[config.mk]
export PLATFORM = sky130hd
export DESIGN_NAME = eicu_top
export DESIGN_NICKNAME = d
export VERILOG_FILES = /design/src/eicu_pkg.sv /design/src/eicu_shadow_mem.sv /design/src/eicu_top.sv
export VERILOG_INCLUDE_DIRS = /design/src
export SDC_FILE = /design/constraint.sdc
export NUM_CORES = 1
export LEC_CHECK = 0
export ABC_AREA = 1
export BUFFER_PORTS_ARGS = -buffer_cell sky130_fd_sc_hd__buf_2
export CAP_MARGIN = 20
export CORE_ASPECT_RATIO = 0.75
export CORE_MARGIN = 2
export CORE_UTILIZATION = 30
export DETAILED_ROUTE_END_ITERATION = 6
export PLACE_DENSITY = 0.54
export SLEW_MARGIN = 20
export SYNTH_ARGS = -nofsm -noshare
export SYNTH_HDL_FRONTEND = slang
export SYNTH_HIERARCHICAL = 1
export SYNTH_SLANG_ARGS = --single-unit
[constraint.sdc]
create_clock -name core_clk -period 7.4 [get_ports core_clk]
set_input_delay 0.37 -clock core_clk [delete_from_list [all_inputs] [get_ports core_clk]]
set_output_delay 0.37 -clock core_clk [all_outputs]
set_load 0.05 [all_outputs]
[src/eicu_regs.svh]
// register offsets, field positions and reset values of the edge interrupt context unit
`ifndef EICU_REGS_SVH
`define EICU_REGS_SVH
// ============================================================
// register offsets (12-bit byte address)
`define EICU_OFS_CTRL 12'h000
`define EICU_OFS_OPT 12'h001
`define EICU_OFS_RISE 12'h002
`define EICU_OFS_FALL 12'h003
`define EICU_OFS_FLAGS 12'h004
`define EICU_OFS_SHADOW 12'hf80
`define EICU_SHADOW_CNT 8
// ============================================================
// control and option register fields
`define EICU_CTRL_GIE 7
`define EICU_CTRL_EXT_IRQ_ENABLE 4
`define EICU_CTRL_IOCIE 3
`define EICU_CTRL_EXT_IRQ_FLAG 1
`define EICU_OPT_EDGE 6
// ============================================================
// reset values
`define EICU_RST_CTRL 8'h00
`define EICU_RST_OPT 8'h40
`define EICU_RST_CHANGE 6'h00
// arithmetic status bits kept by the shadow copy (zero, digit carry, carry)
`define EICU_STATUS_KEEP 8'h07
`define EICU_SLOT_STATUS 1
`endif

[src/eicu_pkg.sv]
// types shared by the edge interrupt context unit
package eicu_pkg;
   typedef struct packed {
      logic [11:0] addr;
      logic [7:0] wdata;
      logic wr;
      logic rd;
   } eicu_bus_req_t;

   // core context saved on entry; slot order matches the shadow offsets
   typedef struct packed {
      logic [7:0] pc_high_latch;
      logic [7:0] fsr1h;
      logic [7:0] fsr1l;
      logic [7:0] fsr0h;
      logic [7:0] fsr0l;
      logic [7:0] bank_select_reg;
      logic [7:0] status;
      logic [7:0] w;
   } eicu_ctx_t;

   typedef enum logic [3:0] {
      EICU_RUN = 4'b0001,
      EICU_WAKE_STEP = 4'b0010,
      EICU_ENTER = 4'b0100,
      EICU_IN_ISR = 4'b1000
   } eicu_state_t;
endpackage

[src/eicu_shadow_mem.sv]
// shadow register store: software port plus whole-context capture
`timescale 1ns/1ps
`include "eicu_regs.svh"
module eicu_shadow_mem #(
   parameter int ENTRIES = `EICU_SHADOW_CNT
) (
   input wire logic core_clk,
   input wire logic rst_n,
   input wire logic sw_we,
   input wire logic [2:0] sw_idx,
   input wire logic [7:0] sw_wdata,
   input wire logic capture,
   input wire eicu_pkg::eicu_ctx_t ctx_in,
   output eicu_pkg::eicu_ctx_t ctx_out
);
   import eicu_pkg::*;
   logic [ENTRIES*8-1:0] store_r;

   // ============================================================
   // storage; capture wins over a software write in the same cycle
   genvar gi;
   generate
      for (gi = 0; gi < ENTRIES; gi++) begin : g_slot
         logic [7:0] keep;
         assign keep = (gi == `EICU_SLOT_STATUS) ? `EICU_STATUS_KEEP : 8'hff;
         always_ff @(posedge core_clk or negedge rst_n) begin
            if (!rst_n) begin
               store_r[gi*8 +: 8] <= 8'h00;
            end else if (capture) begin
               store_r[gi*8 +: 8] <= ctx_in[gi*8 +: 8] & keep;
            end else if (sw_we && sw_idx == 3'(gi)) begin
               store_r[gi*8 +: 8] <= sw_wdata & keep;
            end
         end
      end
   endgenerate

   assign ctx_out = store_r;
endmodule // eicu_shadow_mem

[src/eicu_top.sv]
// edge interrupt context unit: pin edges, change detect, wake and context shadowing
//
// Overview of operation
// - external pin edge requests interrupt when enabled
// - polarity bit selects rising or falling edge
// - selected edge sets external pin flag
// - flag with both enables vectors the core
// - wake vectors if global enable, else continues
// - one instruction after sleep runs first
// - entry pushes return address on stack
// - entry copies context into shadow registers
// - return restores all shadowed registers
// - shadows are software accessible and restored
// - rise enables arm rising detection, bits 7-6 zero
// - fall enables arm falling detection per pin
// - enabled edge sets that pin's change flag
// - change flags stay until software clears
//
// The plain strobed port and the register offsets were decided locally.
`timescale 1ns/1ps
`include "eicu_regs.svh"
module eicu_top #(
   parameter int PINS = 6
) (
   input wire logic core_clk,
   input wire logic rst_b,
   input wire eicu_pkg::eicu_bus_req_t bus_req,
   output logic [7:0] bus_rdata,
   input wire logic ext_pin,
   input wire logic [PINS-1:0] port_pin_n,
   input wire logic core_sleeping,
   input wire logic instr_done,
   input wire logic irq_return,
   input wire logic [12:0] return_pc,
   input wire eicu_pkg::eicu_ctx_t live_ctx,
   output logic wake_req,
   output logic irq_vector,
   output logic stack_push,
   output logic [12:0] stack_pc,
   output logic ctx_restore,
   output eicu_pkg::eicu_ctx_t restore_ctx
);
   import eicu_pkg::*;

   // ============================================================
   // reset release
   logic rst_meta_r;
   logic rst_n;
   always_ff @(posedge core_clk or negedge rst_b) begin
      if (!rst_b) begin
         rst_meta_r <= 1'b0;
         rst_n <= 1'b0;
      end else begin
         rst_meta_r <= 1'b1;
         rst_n <= rst_meta_r;
      end
   end

   // ============================================================
   // pin synchronisers; edge detection looks only at the second stage
   logic [PINS:0] pin_meta_r;
   logic [PINS:0] pin_sync_r;
   logic [PINS:0] pin_prev_r;
   logic [PINS:0] rise;
   logic [PINS:0] fall;
   logic [2:0] pin_fill_r;
   always_ff @(posedge core_clk or negedge rst_n) begin
      if (!rst_n) begin
         pin_meta_r <= '0;
         pin_sync_r <= '0;
         pin_prev_r <= '0;
         pin_fill_r <= 3'h0;
      end else begin
         pin_meta_r <= {ext_pin, port_pin_n};
         pin_sync_r <= pin_meta_r;
         pin_prev_r <= pin_sync_r;
         pin_fill_r <= {pin_fill_r[1:0], 1'b1};
      end
   end
   // edges count only once both stages hold real pin levels; a pin that idles high
   // would otherwise fake a rising edge right after reset
   assign rise = pin_fill_r[2] ? (pin_sync_r & ~pin_prev_r) : '0;
   assign fall = pin_fill_r[2] ? (~pin_sync_r & pin_prev_r) : '0;

   // ============================================================
   // register decode
   logic wr_ctrl;
   logic wr_opt;
   logic wr_rise;
   logic wr_fall;
   logic wr_flags;
   logic wr_shadow;
   logic [11:0] shadow_ofs;
   assign shadow_ofs = bus_req.addr - `EICU_OFS_SHADOW;
   assign wr_ctrl = bus_req.wr && bus_req.addr == `EICU_OFS_CTRL;
   assign wr_opt = bus_req.wr && bus_req.addr == `EICU_OFS_OPT;
   assign wr_rise = bus_req.wr && bus_req.addr == `EICU_OFS_RISE;
   assign wr_fall = bus_req.wr && bus_req.addr == `EICU_OFS_FALL;
   assign wr_flags = bus_req.wr && bus_req.addr == `EICU_OFS_FLAGS;
   assign wr_shadow = bus_req.wr && shadow_ofs < 12'(`EICU_SHADOW_CNT);

   // ============================================================
   // configuration registers
   logic ext_edge_polarity_r;
   logic ext_irq_enable_r;
   logic change_irq_enable_r;
   logic [PINS-1:0] change_rise_enable_r;
   logic [PINS-1:0] change_fall_enable_r;
   always_ff @(posedge core_clk or negedge rst_n) begin
      if (!rst_n) begin
         ext_edge_polarity_r <= 1'(`EICU_RST_OPT >> `EICU_OPT_EDGE);
         ext_irq_enable_r <= 1'(`EICU_RST_CTRL >> `EICU_CTRL_EXT_IRQ_ENABLE);
         change_irq_enable_r <= 1'(`EICU_RST_CTRL >> `EICU_CTRL_IOCIE);
      end else begin
         if (wr_opt) begin
            ext_edge_polarity_r <= bus_req.wdata[`EICU_OPT_EDGE];
         end
         if (wr_ctrl) begin
            ext_irq_enable_r <= bus_req.wdata[`EICU_CTRL_EXT_IRQ_ENABLE];
            change_irq_enable_r <= bus_req.wdata[`EICU_CTRL_IOCIE];
         end
      end
   end

   always_ff @(posedge core_clk or negedge rst_n) begin
      if (!rst_n) begin
         change_rise_enable_r <= PINS'(`EICU_RST_CHANGE);
         change_fall_enable_r <= PINS'(`EICU_RST_CHANGE);
      end else begin
         if (wr_rise) begin
            change_rise_enable_r <= bus_req.wdata[PINS-1:0];
         end
         if (wr_fall) begin
            change_fall_enable_r <= bus_req.wdata[PINS-1:0];
         end
      end
   end

   // ============================================================
   // external pin flag; a detected edge wins over a clearing write
   logic ext_irq_flag_r;
   logic ext_edge_hit;
   assign ext_edge_hit = ext_edge_polarity_r ? rise[PINS] : fall[PINS];
   always_ff @(posedge core_clk or negedge rst_n) begin
      if (!rst_n) begin
         ext_irq_flag_r <= 1'b0;
      end else if (ext_edge_hit) begin
         ext_irq_flag_r <= 1'b1;
      end else if (wr_ctrl) begin
         ext_irq_flag_r <= bus_req.wdata[`EICU_CTRL_EXT_IRQ_FLAG];
      end
   end

   // ============================================================
   // per-pin change flags
   logic [PINS-1:0] change_detect_flags_r;
   logic [PINS-1:0] change_hit;
   genvar gp;
   generate
      for (gp = 0; gp < PINS; gp++) begin : g_pin
         // either enabled direction may set the flag independently
         assign change_hit[gp] = (change_rise_enable_r[gp] & rise[gp]) |
                                 (change_fall_enable_r[gp] & fall[gp]);
         always_ff @(posedge core_clk or negedge rst_n) begin
            if (!rst_n) begin
               change_detect_flags_r[gp] <= 1'b0;
            end else if (change_hit[gp]) begin
               change_detect_flags_r[gp] <= 1'b1;
            end else if (wr_flags) begin
               change_detect_flags_r[gp] <= bus_req.wdata[gp];
            end
         end
      end
   endgenerate

   // ============================================================
   // request and wake conditions
   logic global_irq_enable_r;
   logic source_active;
   logic irq_pending;
   // wake ignores the global enable so a sleeping core can resume inline
   assign source_active = (ext_irq_flag_r & ext_irq_enable_r) |
                          ((|change_detect_flags_r) & change_irq_enable_r);
   assign irq_pending = global_irq_enable_r & source_active;

   // ============================================================
   // core sequencer
   eicu_state_t state_r, state_nxt;
   always_comb begin
      state_nxt = state_r;
      unique case (state_r)
         EICU_RUN: begin
            if (core_sleeping && source_active) begin
               state_nxt = EICU_WAKE_STEP;
            end else if (!core_sleeping && instr_done && irq_pending) begin
               state_nxt = EICU_ENTER;
            end
         end
         EICU_WAKE_STEP: begin
            // the instruction after sleep retires before any vectoring
            if (instr_done) begin
               state_nxt = irq_pending ? EICU_ENTER : EICU_RUN;
            end
         end
         EICU_ENTER: begin
            state_nxt = EICU_IN_ISR;
         end
         EICU_IN_ISR: begin
            if (irq_return) begin
               state_nxt = EICU_RUN;
            end
         end
         default: begin
            state_nxt = EICU_RUN;
         end
      endcase
   end

   always_ff @(posedge core_clk or negedge rst_n) begin
      if (!rst_n) begin
         state_r <= EICU_RUN;
      end else begin
         state_r <= state_nxt;
      end
   end

   // global enable: cleared on entry so the routine is not re-entered, set on return
   always_ff @(posedge core_clk or negedge rst_n) begin
      if (!rst_n) begin
         global_irq_enable_r <= 1'(`EICU_RST_CTRL >> `EICU_CTRL_GIE);
      end else if (state_r == EICU_ENTER) begin
         global_irq_enable_r <= 1'b0;
      end else if (state_r == EICU_IN_ISR && irq_return) begin
         global_irq_enable_r <= 1'b1;
      end else if (wr_ctrl) begin
         global_irq_enable_r <= bus_req.wdata[`EICU_CTRL_GIE];
      end
   end

   // ============================================================
   // core-facing strobes and context transfer
   logic entering;
   assign entering = state_r == EICU_ENTER;
   assign wake_req = state_r == EICU_RUN && core_sleeping && source_active;
   assign irq_vector = entering;
   assign stack_push = entering;
   assign ctx_restore = state_r == EICU_IN_ISR && irq_return;

   // taken on the deciding edge so the pushed value belongs to the retiring instruction
   always_ff @(posedge core_clk or negedge rst_n) begin
      if (!rst_n) begin
         stack_pc <= 13'h0000;
      end else if (state_nxt == EICU_ENTER) begin
         stack_pc <= return_pc;
      end
   end

   eicu_shadow_mem #(
      .ENTRIES(`EICU_SHADOW_CNT)
   ) u_shadow (
      .core_clk(core_clk),
      .rst_n(rst_n),
      .sw_we(wr_shadow),
      .sw_idx(shadow_ofs[2:0]),
      .sw_wdata(bus_req.wdata),
      .capture(entering),
      .ctx_in(live_ctx),
      .ctx_out(restore_ctx)
   );

   // ============================================================
   // read port, data in the cycle after the strobe; unmapped reads zero
   logic [7:0] rdata_nxt;
   always_comb begin
      rdata_nxt = 8'h00;
      if (bus_req.addr == `EICU_OFS_CTRL) begin
         rdata_nxt[`EICU_CTRL_GIE] = global_irq_enable_r;
         rdata_nxt[`EICU_CTRL_EXT_IRQ_ENABLE] = ext_irq_enable_r;
         rdata_nxt[`EICU_CTRL_IOCIE] = change_irq_enable_r;
         rdata_nxt[`EICU_CTRL_EXT_IRQ_FLAG] = ext_irq_flag_r;
      end else if (bus_req.addr == `EICU_OFS_OPT) begin
         rdata_nxt[`EICU_OPT_EDGE] = ext_edge_polarity_r;
      end else if (bus_req.addr == `EICU_OFS_RISE) begin
         rdata_nxt[PINS-1:0] = change_rise_enable_r;
      end else if (bus_req.addr == `EICU_OFS_FALL) begin
         rdata_nxt[PINS-1:0] = change_fall_enable_r;
      end else if (bus_req.addr == `EICU_OFS_FLAGS) begin
         rdata_nxt[PINS-1:0] = change_detect_flags_r;
      end else if (shadow_ofs < 12'(`EICU_SHADOW_CNT)) begin
         rdata_nxt = restore_ctx[shadow_ofs[2:0]*8 +: 8];
      end
   end

   // zero outside the answer cycle so stale register contents never linger on the bus
   always_ff @(posedge core_clk or negedge rst_n) begin
      if (!rst_n) begin
         bus_rdata <= 8'h00;
      end else if (bus_req.rd) begin
         bus_rdata <= rdata_nxt;
      end else begin
         bus_rdata <= 8'h00;
      end
   end
endmodule // eicu_top

# Word level (Yosys, flattened, before mapping)
# Index checks and enable logic that the tools add are counted.
# classes
n_addsub,1
n_lt_le_gt_ge,1
eq_ne,16
n_shift,1
mux,59
bitwise_logic,26
reduce_logical,40
# op_table
op,n
8-bit 2-to-1 mux,18
64-bit by 7-bit indexed part select with 8-bit output,1
2-bit nonzero test,15
12-bit by 2-bit equality test with 1-bit output (second input constant),2
1-bit 2-to-1 mux,24
6-bit 2-to-1 mux,4
1-bit logical AND,20
4-bit 2-to-1 mux,4
4-bit one-hot mux with 4 select lines,1
1-bit AND,15
7-bit AND,2
7-bit 2-to-1 mux,2
7-bit NOT,2
12-bit by 1-bit equality test with 1-bit output (second input constant),1
12-bit by 3-bit equality test with 1-bit output (second input constant),1
3-bit equality test (second input constant),4
12-bit logical NOT,1
12-bit by 4-bit < comparator with 1-bit output (second input constant),1
12-bit subtractor (second input constant),1
2-bit 2-to-1 mux,5
4-bit by 3-bit equality test with 1-bit output (second input constant),2
1-bit bitwise OR,7
3-bit by 2-bit equality test with 1-bit output (second input constant),2
6-bit OR reduction,1
other kinds (8),8
# totals
regBits,138
in_bits,111
output_inout_bits,89
elab_cells,174

# Depth between registers and ports, before layout
# Gate-level depths: netlist of the first run.
# depth
word_depth,9
depth_mapped,15
depth_no_buf,14

# By module
# The synthesis of the first run kept the hierarchy.
# modules_own_cells
module,instances,cells_each,area_each_um2
eicu_top,1,471,3913.8
eicu_shadow_mem,1,411,3049.2

# Worst setup path after synthesis of the first run
# Ideal clock, no wire load.
# synth_path
path_kind,register to register
startpoint,reg state_r[1]
endpoint,"reg u_shadow.store_r[18], in the netlist u_shadow/ctx_out[18]"
setup_ns,0.118
arrival_ns,3.119
required_ns,7.282
slack_ns,4.162
path_stages_with_launch,9
path_buffers,2
period_less_slack_ns,3.238
cell_sequence,dfrtp_1 nor4_1 buf_4 inv_4 buf_6 nand2_2 nand2_1 nand2_1 nand2_1
# synth_between
elab_chain_len,2
word_cells_on_any_way,3
cone_classes,eq/ne (1); mux (1); reduce/logical (1)
# synth_rtl
item,line_no,text
"start, declared",eicu_top.sv:188,"eicu_state_t state_r, state_nxt;"
"start signal, assigned",eicu_top.sv:223,state_r <= state_nxt;
4-bit by 3-bit equality test with 1-bit output (*),eicu_top.sv:243,assign entering = state_r == EICU_ENTER;
named net irq_vector,eicu_top.sv:37,"output logic irq_vector,"
8-bit 2-to-1 mux or 2-bit nonzero test (tied branches),n/a,
"end signal, assigned by index",eicu_shadow_mem.sv:30,store_r[gi*8 +: 8] <= ctx_in[gi*8 +: 8] & keep;
"end signal, assigned by index",eicu_shadow_mem.sv:32,store_r[gi*8 +: 8] <= sw_wdata & keep;
"end, declared",eicu_shadow_mem.sv:17,logic [ENTRIES*8-1:0] store_r;
# Mark *: on every way through the listed nets, which the timed path passes. The rest lies on a longest branch.
# A chain may end at the register's enable or synchronous reset.

# Worst setup path in the final report of the first run
# layout_path
startpoint,reg state_r[1]
endpoint,"reg u_shadow.store_r[34], in the netlist u_shadow/ctx_out[34]"
# layout_between
elab_chain_len,2
word_cells_on_any_way,3
cone_classes,eq/ne (1); mux (1); reduce/logical (1)
# layout_rtl
item,line_no
4-bit by 3-bit equality test with 1-bit output (*),eicu_top.sv:243
8-bit 2-to-1 mux or 2-bit nonzero test (tied branches),n/a
# Every way passes the cells marked *; elsewhere a longest branch is shown, timed or not.

==> impl_metrics.csv, run 1 <==
group,metric,value,unit
power,intPower,1.37,mW
critical_path,path_max_fanout,75,
detailed_routing,drt.antenna.violating_nets,0,
power,power.share.switching,32.0,%
yosys,synth-xor-area-share,0.377,%
placement,post_detail_place_hpwl,17100,um
yosys,synthesis.area_per_instance,7.89,um2
yosys,ys_top_cells_by_area,"sky130_fd_sc_hd__dfrtp_1, sky130_fd_sc_hd__nand2_1, sky130_fd_sc_hd__nand3_1",
hold_path,path_category_of_the_worst_min_delay_check,"input port to flip-flop",
yosys,synth.largest_area_cell,"sky130_fd_sc_hd__dfrtp_1",
die,die_x,180,um
power,power.density_cell_area,232,nW/um2
clock_tree,clkLatencyLatePin,0.43,ns
yosys,postSynthRegisterBits,133,
critical_path,timing.reg2reg.worst_path_depth,7,
detailed_routing,drt-initial-drc-count,468,
sta,relative_max_transition_margin,40.0,%
global_routing,grt_start_max_net_pins,76,
power,leakage,4.75,nW
die,fp.coreArea,22900,um2
clock_tree,number_of_post_cts_setup_repair_buffers,0,
clock_tree,ctsRootBufferMaster,"sky130_fd_sc_hd__clkbuf_16",
yosys,synth.mux.area_fraction,0,%
sta,finClkSkew,0.0121,ns
yosys,synthesis.instances,882,
placement,gpl.final_weighted_congestion,0.846,
hold_path,worstHoldPathCells,1,
final_layout,layout-drive-gt1-share,27.9,%
detailed_routing,vias_per_cell,4.71,
clock_tree,h-tree-depth,4,
yosys,combinational_family_with_the_most_area_after_synthesis,"simple AND/OR/NAND/NOR gates",
yosys,synth.yosys.seq_area_share,47.8,%
power,vdd.ir_drop.worst,0.144,mV
yosys,cell_with_the_most_instances_after_synthesis,"sky130_fd_sc_hd__nand2_1",
final_layout,nFillCells,2381,
power,clock_power_share,43.8,%
yosys,synth_compound_area_share,7.28,%
final_layout,synthesis_to_layout_area_growth,24.8,%
die,start_util,30.4,%
die,boundaryPins,200,
status,run_status,"finished clean",
final_layout,layout.nets,1178,
yosys,synth_async_sr_flop_share,100,%
global_routing,antenna_violations_before_repair,0,
clock_tree,cts_buffer_depth,2,
placement,numPortBuffers,189,
critical_path,worst-setup-path-type,"flip-flop to flip-flop",
critical_path,worstSetupStartpointType,"flip-flop",
sta,grt_setup_unrepaired,"false",
clock_tree,ctsResizeCount,0,
placement,place.detailed.instances,1345,
detailed_routing,dr.pass1.iters,5,
sta,max_freq,0.384,GHz
clock_tree,cts.sink_count,133,
yosys,post_synth_simple_gate_area,36.4,%
global_routing,global_route.usage.total,19.3,%
clock_tree,post_cts_hold_buffer_count,1,
sta,tightestPinTransition,0.900,ns
yosys,synth_enable_flop_cells,0,
yosys,synth_top_area_share,47.1,%
power,sequentialPowerShare,40.0,%
placement,detailed_place.area,8040,um2
final_layout,design_area_final,8690,um2
final_layout,n_antenna_cell,0,
sta,fin_setup_tns,0,ns
power,comb_power_share,16.3,%
sta,layout_worst_path_cycle_share,35.2,%
yosys,ys.warnings.count,6,
die,row_count,48,
die,die_y,136,um
global_routing,wire_length_of_the_first_global_routing_pass,36000,um
sta,final_hold_viol_count,0,
global_routing,grt-ovfl-total,0,
critical_path,crit_required,7.72,ns
yosys,synth_fa_ha_area_share,0.180,%
detailed_routing,wl,23300,um
job,maxCapViolCount,0,
critical_path,critical_path.endpoint_type,"flip-flop",
yosys,netlist-cell-type-count,46,
final_layout,stdcell_count,1379,
power,total_switching_power,0.644,mW
yosys,postSynth.topFlopCell,"sky130_fd_sc_hd__dfrtp_1",
sta,finalSetupViolCount,0,
power,power.total,2.01,mW
detailed_routing,num_vias,6489,
detailed_routing,remaining_drc_errors,0,
clock_tree,clk_transition_reported_paths,0.07,ns
detailed_routing,routedWlPerCell,16.9,um
yosys,post_synth_design_cell_area,6960,um2
critical_path,crit_arrival,2.92,ns
clock_tree,number_of_cts_inserted_buffers,17,
yosys,synthTopCellsByCount,"sky130_fd_sc_hd__nand2_1, sky130_fd_sc_hd__dfrtp_1, sky130_fd_sc_hd__nand3_1",
global_routing,vias_in_the_first_global_route,6326,
die,die_outline_area,24500,um2
sta,final_max_slew_viol_count,0,
sta,layout_min_cycle_time,2.61,ns
clock_tree,cts_tree,"built",
## state kept, by name, indices dropped and copies added (netlist names), 3 cells and up
| signal | flops |
|---|---|
| u_shadow/ctx_out | 59 |
| stack_pc | 13 |
| bus_rdata | 8 |
| pin_meta_r | 7 |
| pin_prev_r | 7 |
| pin_sync_r | 7 |
| change_detect_flags_r | 6 |
| change_fall_enable_r | 6 |
| change_rise_enable_r | 6 |
| state_r | 4 |
| pin_fill_r | 3 |
## placed cells by master, fill, tap and decap left out, types with 2 or more instances in the layout
master / count
sky130_fd_sc_hd__nand2_1: 356
sky130_fd_sc_hd__buf_2: 189
sky130_fd_sc_hd__dfrtp_1: 130
sky130_fd_sc_hd__nand3_1: 85
sky130_fd_sc_hd__inv_1: 58
sky130_fd_sc_hd__nor2_1: 51
sky130_fd_sc_hd__nand2_2: 29
sky130_fd_sc_hd__o21ai_0: 20
sky130_fd_sc_hd__clkbuf_16: 17
sky130_fd_sc_hd__nand4_1: 14
sky130_fd_sc_hd__o22ai_1: 12
sky130_fd_sc_hd__o21ai_2: 12
sky130_fd_sc_hd__a21oi_1: 9
sky130_fd_sc_hd__conb_1: 7
sky130_fd_sc_hd__nor2_4: 6
sky130_fd_sc_hd__nor2_2: 6
sky130_fd_sc_hd__inv_6: 5
sky130_fd_sc_hd__a31oi_1: 5
sky130_fd_sc_hd__o221ai_1: 5
sky130_fd_sc_hd__nor3_1: 4
sky130_fd_sc_hd__o21ai_1: 4
sky130_fd_sc_hd__o2111ai_1: 4
sky130_fd_sc_hd__inv_8: 4
sky130_fd_sc_hd__inv_4: 3
sky130_fd_sc_hd__nand2_4: 3
sky130_fd_sc_hd__inv_2: 3
sky130_fd_sc_hd__or2_0: 3
sky130_fd_sc_hd__clkinvlp_4: 3
sky130_fd_sc_hd__nor2_8: 2
sky130_fd_sc_hd__xor2_1: 2
sky130_fd_sc_hd__o211ai_1: 2
sky130_fd_sc_hd__nand3_2: 2
sky130_fd_sc_hd__a21oi_2: 2
sky130_fd_sc_hd__bufinv_16: 2
sky130_fd_sc_hd__dfstp_2: 2
sky130_fd_sc_hd__buf_4: 2
## layer usage
metal	wire (um)	vias to the layer above	GRT usage, %
li1	-	3205	-
met1	11600	2990	28.5
met2	9520	270	27.6
met3	1770	24	4.77
met4	337	0	5.42
met5	0	-	0
## power by group through the flow
stage | combinational, mW | clock [mW] | sequential, mW
final | 0.327 | 0.882 | 0.805
after global routing | 0.353 | 0.933 | 0.809
after CTS | 0.321 | 0.902 | 0.810
after detailed placement | 0.320 | 0 | 0.823
after global placement | 0.318 | 0 | 0.824
after floorplan | 0.105 | 0 | 0.932
## logic make-up after synthesis
group                    after synthesis
AND/OR/NAND/NOR                      568
flip-flops                           133
buffers and inverters                 98
AO/OA/AOI/OAI                         77
XOR/XNOR                               3
other                                  2
adder cells (fa/ha/maj)                1
## worst paths after layout
path	from	endpoint	slack [ns]
worst max-delay path	state_r[1]	u_shadow/ctx_out[34]	4.79
worst min-delay path	port_pin_n[5]	pin_meta_r[5]	0.04
worst max register to register	state_r[1]	u_shadow/ctx_out[34]	4.79
worst min register to register	rst_n	stack_pc[12]	0.21
max in group asynchronous	rst_n	u_shadow/ctx_out[58]	5.82
min in group asynchronous	rst_n	stack_pc[12]	0.21
## worst max-delay path: stages (launching register included)
cell and delay (ns):
sky130_fd_sc_hd__dfrtp_1 0.40, sky130_fd_sc_hd__nor4_2 0.26, sky130_fd_sc_hd__buf_4 0.56, sky130_fd_sc_hd__inv_4 0.47, sky130_fd_sc_hd__nand2_2 0.44, sky130_fd_sc_hd__nand2_1 0.12
sky130_fd_sc_hd__nand2_1 0.09, sky130_fd_sc_hd__nand2_1 0.05
## per-stage QoR
stage	hold WS, ns	worst slack [ns]	util [%]
finish	0.0443	4.79	38.0
global route	0.0245	4.56	38.0
floorplan	0.0744	3.42	-
global placement	0.156	4.84	35.1
detailed placement	0.159	4.83	35.1
CTS	0.0290	4.82	37.8
## cell type report
class                      count  area (um2)  area share [%]
inverter                      65         256            2.95
multi-input combinational    656        3110            35.8
tap                          300         375            4.32
timing repair buffer         193         998            11.5
sequential                   133        3330            38.4
clock buffer                  17         425            4.90
clock inverter                15         188            2.16
No activity file was read; power rests on OpenSTA's default activity.
==> inputs of run 2 (changes only) <==
--- a/config.mk
+++ b/config.mk
@@ -13,7 +13,7 @@
 export CORE_MARGIN = 2
 export CORE_UTILIZATION = 30
 export DETAILED_ROUTE_END_ITERATION = 6
-export PLACE_DENSITY = 0.54
+export PLACE_DENSITY = 0.56
 export SLEW_MARGIN = 20
 export SYNTH_ARGS = -nofsm -noshare
 export SYNTH_HDL_FRONTEND = slang
==> constraint.sdc (replaced) <==
create_clock -name core_clk -period 2.3 [get_ports core_clk]
set_input_delay 0.115 -clock core_clk [delete_from_list [all_inputs] [get_ports core_clk]]
set_output_delay 0.115 -clock core_clk [all_outputs]
set_load 0.05 [all_outputs]
==> run 2 against run 1 <==
Compared with the run above: utilization is 2.8 points higher; sequential power grew to 3.2 times the previous value; worst hold slack worse by 0.032 ns; routed wire length is 2.6% higher; global-route usage is 0.20 points higher; critical endpoint is now irq_vector; clock skew is 0.0063 ns lower; worst setup slack worse by 4.5 ns.
==> impl_metrics.csv, run 2 (synthesis results as in run 1) <==
group,metric,value,unit
die,row_count,48,
power,leakage,5.03,nW
sta,relative_max_transition_margin,60.5,%
final_layout,finish.utilization,40.7,%
sta,layout_worst_path_cycle_share,86.8,%
clock_tree,ctsResizeCount,0,
critical_path,worst_r2r_endpoint,"u_shadow/ctx_out[39]",
hold_path,hold_path_startpoint,"live_ctx[21]",
sta,fin_setup_tns,0,ns
power,power.total,6.50,mW
detailed_routing,wl,23900,um
clock_tree,h-tree-depth,4,
hold_path,hold-path-endpoint,"u_shadow/ctx_out[21]",
global_routing,antenna_violations_before_repair,0,
detailed_routing,drt-initial-drc-count,502,
clock_tree,cts_buffer_depth,2,
detailed_routing,num_vias,6740,
job,maxCapViolCount,0,
global_routing,grt-ovfl-total,0,
critical_path,worstSetupStartpointType,"flip-flop",
placement,post_detail_place_hpwl,17600,um
clock_tree,clkLatencyLatePin,0.42,ns
placement,place_ws,0.227,ns
status,run_status,"finished clean",
sta,setup_slack,0.303,ns
sta,grt_setup_unrepaired,"false",
die,fp.coreArea,22900,um2
hold_path,worstHoldPathCells,5,
final_layout,design_area_final,9320,um2
detailed_routing,drt.antenna.violating_nets,0,
die,die_x,180,um
die,start_util,30.4,%
global_routing,global_route.usage.total,19.5,%
final_layout,synthesis_to_layout_area_growth,33.9,%
detailed_routing,remaining_drc_errors,0,
detailed_routing,vias_per_cell,4.67,
sta,final_hold_viol_count,0,
final_layout,commonest_non_fill_non_tap_cell_in_the_layout,"sky130_fd_sc_hd__nand2_1",
die,die_y,136,um
die,die_outline_area,24500,um2
critical_path,timing.reg2reg.worst_path_depth,7,
placement,detailed_place.area,8180,um2
critical_path,worst-setup-path-type,"flip-flop to output port",
clock_tree,number_of_cts_inserted_buffers,17,
final_layout,largest_register_ffs,59,
global_routing,wire_length_of_the_first_global_routing_pass,36400,um
global_routing,vias_in_the_first_global_route,6409,
clock_tree,cts_tree,"built",
final_layout,stdcell_count,1443,
critical_path,path_max_fanout,64,
sta,final_max_slew_viol_count,0,
sta,layout_min_cycle_time,2.00,ns
global_routing,grt_start_max_net_pins,65,
critical_path,timing.critical_path.slowest_cell_delay,0.43,ns
detailed_routing,dr.pass1.iters,5,
critical_path,critical_path.n_buffers_inverters,2,
final_layout,layout-drive-gt1-share,27.1,%
clock_tree,clk_transition_reported_paths,0.06,ns
final_layout,n_antenna_cell,0,
hold_path,path_category_of_the_worst_min_delay_check,"input port to flip-flop",
final_layout,layout.nets,1242,
critical_path,critical_path.endpoint_type,"output port",
die,boundaryPins,200,
critical_path,crit_required,2.18,ns
critical_path,regToRegStartpoint,"state_r[1]",
sta,finClkSkew,0.00584,ns
critical_path,rrSetupSlack,0.42,ns
power,power.density_cell_area,697,nW/um2
power,vdd.ir_drop.worst,0.452,mV
placement,numPortBuffers,189,
critical_path,crit_arrival,1.88,ns
placement,gpl.final_weighted_congestion,0.856,
critical_path,critical-path-top-delay-family,"buffers and inverters",
detailed_routing,routedWlPerCell,16.5,um
final_layout,most-common-layout-cells,"sky130_fd_sc_hd__nand2_1, sky130_fd_sc_hd__buf_2, sky130_fd_sc_hd__dfrtp_1, sky130_fd_sc_hd__nand3_1, sky130_fd_sc_hd__inv_1",
sta,hold_slack,0.0126,ns
clock_tree,ctsRootBufferMaster,"sky130_fd_sc_hd__clkbuf_16",
critical_path,cp_cell_sequence,"nor4_4 -> buf_12 -> buf_2",
sta,tightestPinTransition,0.591,ns
sta,finalSetupViolCount,0,
clock_tree,cts.sink_count,133,
placement,place.detailed.instances,1356,
sta,max_freq,0.501,GHz
critical_path,timing.critical_path.slowest_stage_cell,"sky130_fd_sc_hd__nor4_4",
## run 2: cell type report
cell class | instances | area, um2
clock inverter | 13 | 149
multi-input combinational | 656 | 3120
sequential | 133 | 3330
inverter | 65 | 256
fill | 2324 | 13600
tap | 300 | 375
timing repair buffer | 257 | 1640
clock buffer | 19 | 443
## run 2: repair_timing
item,CTS,global route
hold buffers,55,0
setup buffers,0,0
endpoints found under the hold margin,54,0
## run 2: metal layers
layer	up-vias	wire length [um]	GRT usage (%)
li1	3325	-	-
met1	3112	11500	28.7
met2	283	10200	29.2
met3	20	1810	3.54
met4	0	355	5.28
met5	-	0	0
## run 2: how the worst max path moves through the flow
stage	from	to	slack [ns]	cells past startpoint
finish	state_r[1]	irq_vector	0.30	3
global route	state_r[1]	irq_vector	0.20	3
CTS	state_r[1]	irq_vector	0.26	3
detailed placement	bus_req[17]	u_shadow/ctx_out[5]	0.23	13
global placement	bus_req[17]	u_shadow/ctx_out[5]	0.28	13
floorplan	rst_n	bus_rdata[0]	0.09	0
## run 2: worst register-to-register path, cell delays in order (launching register included)
cell	delay [ns]
sky130_fd_sc_hd__dfrtp_1	0.41
sky130_fd_sc_hd__nor4_4	0.43
sky130_fd_sc_hd__inv_4	0.19
sky130_fd_sc_hd__buf_4	0.28
sky130_fd_sc_hd__nand2_2	0.22
sky130_fd_sc_hd__nand2_1	0.10
sky130_fd_sc_hd__nand2_1	0.09
sky130_fd_sc_hd__nand2_1	0.05
## run 2: power breakdown
group	internal, mW	switching [mW]	total [mW]
Clock	1.64	1.12	2.76
Sequential	2.48	0.117	2.60
Combinational	0.347	0.789	1.14
==> inputs of run 3 (changes only) <==
--- a/config.mk
+++ b/config.mk
@@ -13,7 +13,6 @@
 export CORE_MARGIN = 2
 export CORE_UTILIZATION = 30
 export DETAILED_ROUTE_END_ITERATION = 6
-export PLACE_DENSITY = 0.56
 export SLEW_MARGIN = 20
 export SYNTH_ARGS = -nofsm -noshare
 export SYNTH_HDL_FRONTEND = slang
==> run 3 against run 2 <==
Compared with the run above: utilization up 0.28 points; via count up 3.5%; largest cell class unchanged; total power down 0.44%; global-route usage up 0.34 points; sequential power about the same; final cell count up 0.55%; first-iteration DRC count up 28%; maximum frequency down 6.9%; sequential share of layout area down 0.25 points; worst hold slack worse by 0.0091 ns.
==> impl_metrics.csv, run 3 (synthesis results as in run 1) <==
group,metric,value,unit
critical_path,timing.critical_path.slowest_stage_cell,"sky130_fd_sc_hd__dfrtp_1",
clock_tree,number_of_post_cts_setup_repair_buffers,0,
sta,finClkSkew,0.0112,ns
sta,final_max_slew_viol_count,0,
global_routing,antenna_violations_before_repair,0,
final_layout,commonest_non_fill_non_tap_cell_in_the_layout,"sky130_fd_sc_hd__nand2_1",
sta,layout_worst_path_cycle_share,93.3,%
final_layout,largest_register_ffs,59,
clock_tree,clk_transition_reported_paths,0.06,ns
clock_tree,cts_tree,"built",
power,comb_power_share,17.8,%
die,die_outline_area,24500,um2
final_layout,synthesis_to_layout_area_growth,34.8,%
detailed_routing,vias_per_cell,4.81,
power,intPower,4.37,mW
critical_path,crit_arrival,2.03,ns
status,run_status,"finished clean",
sta,layout_min_cycle_time,2.15,ns
sta,max_freq,0.466,GHz
detailed_routing,drt.antenna.violating_nets,0,
sta,tightestPinTransition,0.561,ns
die,boundaryPins,200,
global_routing,grt_start_max_net_pins,65,
sta,finalSetupViolCount,0,
detailed_routing,wl,24200,um
global_routing,wire_length_of_the_first_global_routing_pass,37000,um
detailed_routing,dr.pass1.iters,6,
sta,relative_max_transition_margin,62.5,%
job,maxCapViolCount,0,
hold_path,worstHoldPathCells,5,
critical_path,critical_path.endpoint_type,"output port",
die,die_x,180,um
final_layout,layout.nets,1250,
final_layout,most-common-layout-cells,"sky130_fd_sc_hd__nand2_1, sky130_fd_sc_hd__buf_2, sky130_fd_sc_hd__dfrtp_1, sky130_fd_sc_hd__nand3_1, sky130_fd_sc_hd__dlygate4sd3_1",
critical_path,critical_path.n_buffers_inverters,2,
power,vdd.ir_drop.worst,0.410,mV
clock_tree,cts.sink_count,133,
critical_path,worstSetupPathDepth,3,
power,clock_power_share,42.1,%
sta,final_hold_viol_count,0,
final_layout,nFillCells,2325,
clock_tree,cts_buffer_depth,2,
critical_path,worstSetupStartpointType,"flip-flop",
placement,numPortBuffers,189,
detailed_routing,routedWlPerCell,16.7,um
power,sequentialPowerShare,40.1,%
hold_path,path_category_of_the_worst_min_delay_check,"input port to flip-flop",
die,fp.coreArea,22900,um2
sta,fin_setup_tns,0,ns
critical_path,timing.reg2reg.worst_path_depth,6,
clock_tree,clkLatencyLatePin,0.43,ns
detailed_routing,remaining_drc_errors,0,
power,power.density_cell_area,689,nW/um2
detailed_routing,num_vias,6978,
critical_path,crit_required,2.18,ns
clock_tree,number_of_cts_inserted_buffers,17,
global_routing,vias_in_the_first_global_route,6604,
power,power.share.switching,32.5,%
global_routing,global_route.usage.total,19.8,%
final_layout,layout-drive-gt1-share,26.7,%
critical_path,worst-setup-path-type,"flip-flop to output port",
sta,grt_setup_unrepaired,"false",
clock_tree,h-tree-depth,4,
detailed_routing,drt-initial-drc-count,643,
critical_path,timing.critical_path.slowest_cell_delay,0.42,ns
placement,post_detail_place_hpwl,17500,um
die,die_y,136,um
power,power.total,6.47,mW
global_routing,grt-ovfl-total,0,
power,leakage,5.05,nW
final_layout,n_antenna_cell,0,
power,total_switching_power,2.10,mW
die,start_util,30.4,%
critical_path,critical-path-top-delay-family,"buffers and inverters",
clock_tree,ctsRootBufferMaster,"sky130_fd_sc_hd__clkbuf_16",
placement,gpl.final_weighted_congestion,0.863,
critical_path,cp_cell_sequence,"nor4_4 -> buf_6 -> buf_2",
critical_path,path_max_fanout,64,
die,row_count,48,
==> run 3: repair_timing <==
action                     4_1_cts  5_1_grt
hold buffers                    67        0
gates resized for setup          1        0
hold endpoints to repair        66        0
setup endpoints to repair        2        0
==> run 3: worst reg2reg max path: cells and delay by family (launching register included) <==
family / cells / cell delay (ns)
compound gates: 1 / 0.17
flops: 1 / 0.42
simple gates: 2 / 0.45
buf+inv: 3 / 0.72
==> run 3: layout make-up <==
class / instances / area, um2 / share of cell area (%)
Clock inverter: 15 / 163 / 1.73
Timing Repair Buffer: 265 / 1710 / 18.3
Sequential cell: 133 / 3330 / 35.5
Multi-Input combinational cell: 656 / 3120 / 33.2
Tap cell: 300 / 375 / 4.00
Inverter: 65 / 256 / 2.73
Clock buffer: 17 / 425 / 4.53
==> run 3: layer usage <==
layer	vias to the layer above	GRT usage (%)	wire length, um
met5	-	0	0
met4	0	4.70	315
met3	30	3.94	1740
met2	293	30.2	10500
met1	3306	28.8	11600
li1	3349	-	-
==> run 3: path summary, 6_finish.rpt <==
path	slack, ns	end	from
setup / recovery	0.15	stack_push	state_r[1]
hold / removal	0.003	u_shadow/ctx_out[20]	live_ctx[20]
setup reg to reg	0.47	state_r[1]	state_r[3]
hold reg to reg	0.22	state_r[2]	rst_n
max in group asynchronous	1.45	u_shadow/ctx_out[60]	rst_n
min in group asynchronous	0.22	state_r[2]	rst_n
==> run 3: per-stage QoR <==
stage                     hold slack, ns  cell area [um2]  utilization, %  instances  worst slack (ns)
after global placement           -0.0978             8120            35.5       1352             0.222
after global routing              0.0259             9390            41.0       1451            0.0509
after detailed placement         -0.0970             8120            35.5       1352             0.190
after floorplan                   -0.181             7000               -        887            0.0893
after CTS                       0.000503             9390            41.0       1451             0.120
final                            0.00348             9390            41.0       1451             0.154
==> run 3: power groups by stage <==
| stage | Clock (mW) | Sequential, mW | Combinational [mW] |
|---|---|---|---|
| final | 2.72 | 2.59 | 1.15 |
| after CTS | 2.78 | 2.59 | 1.15 |
| after global routing | 2.87 | 2.61 | 1.24 |
| after detailed placement | 0 | 2.63 | 1.06 |
| after global placement | 0 | 2.63 | 1.05 |
| after floorplan | 0 | 3.00 | 0.340 |
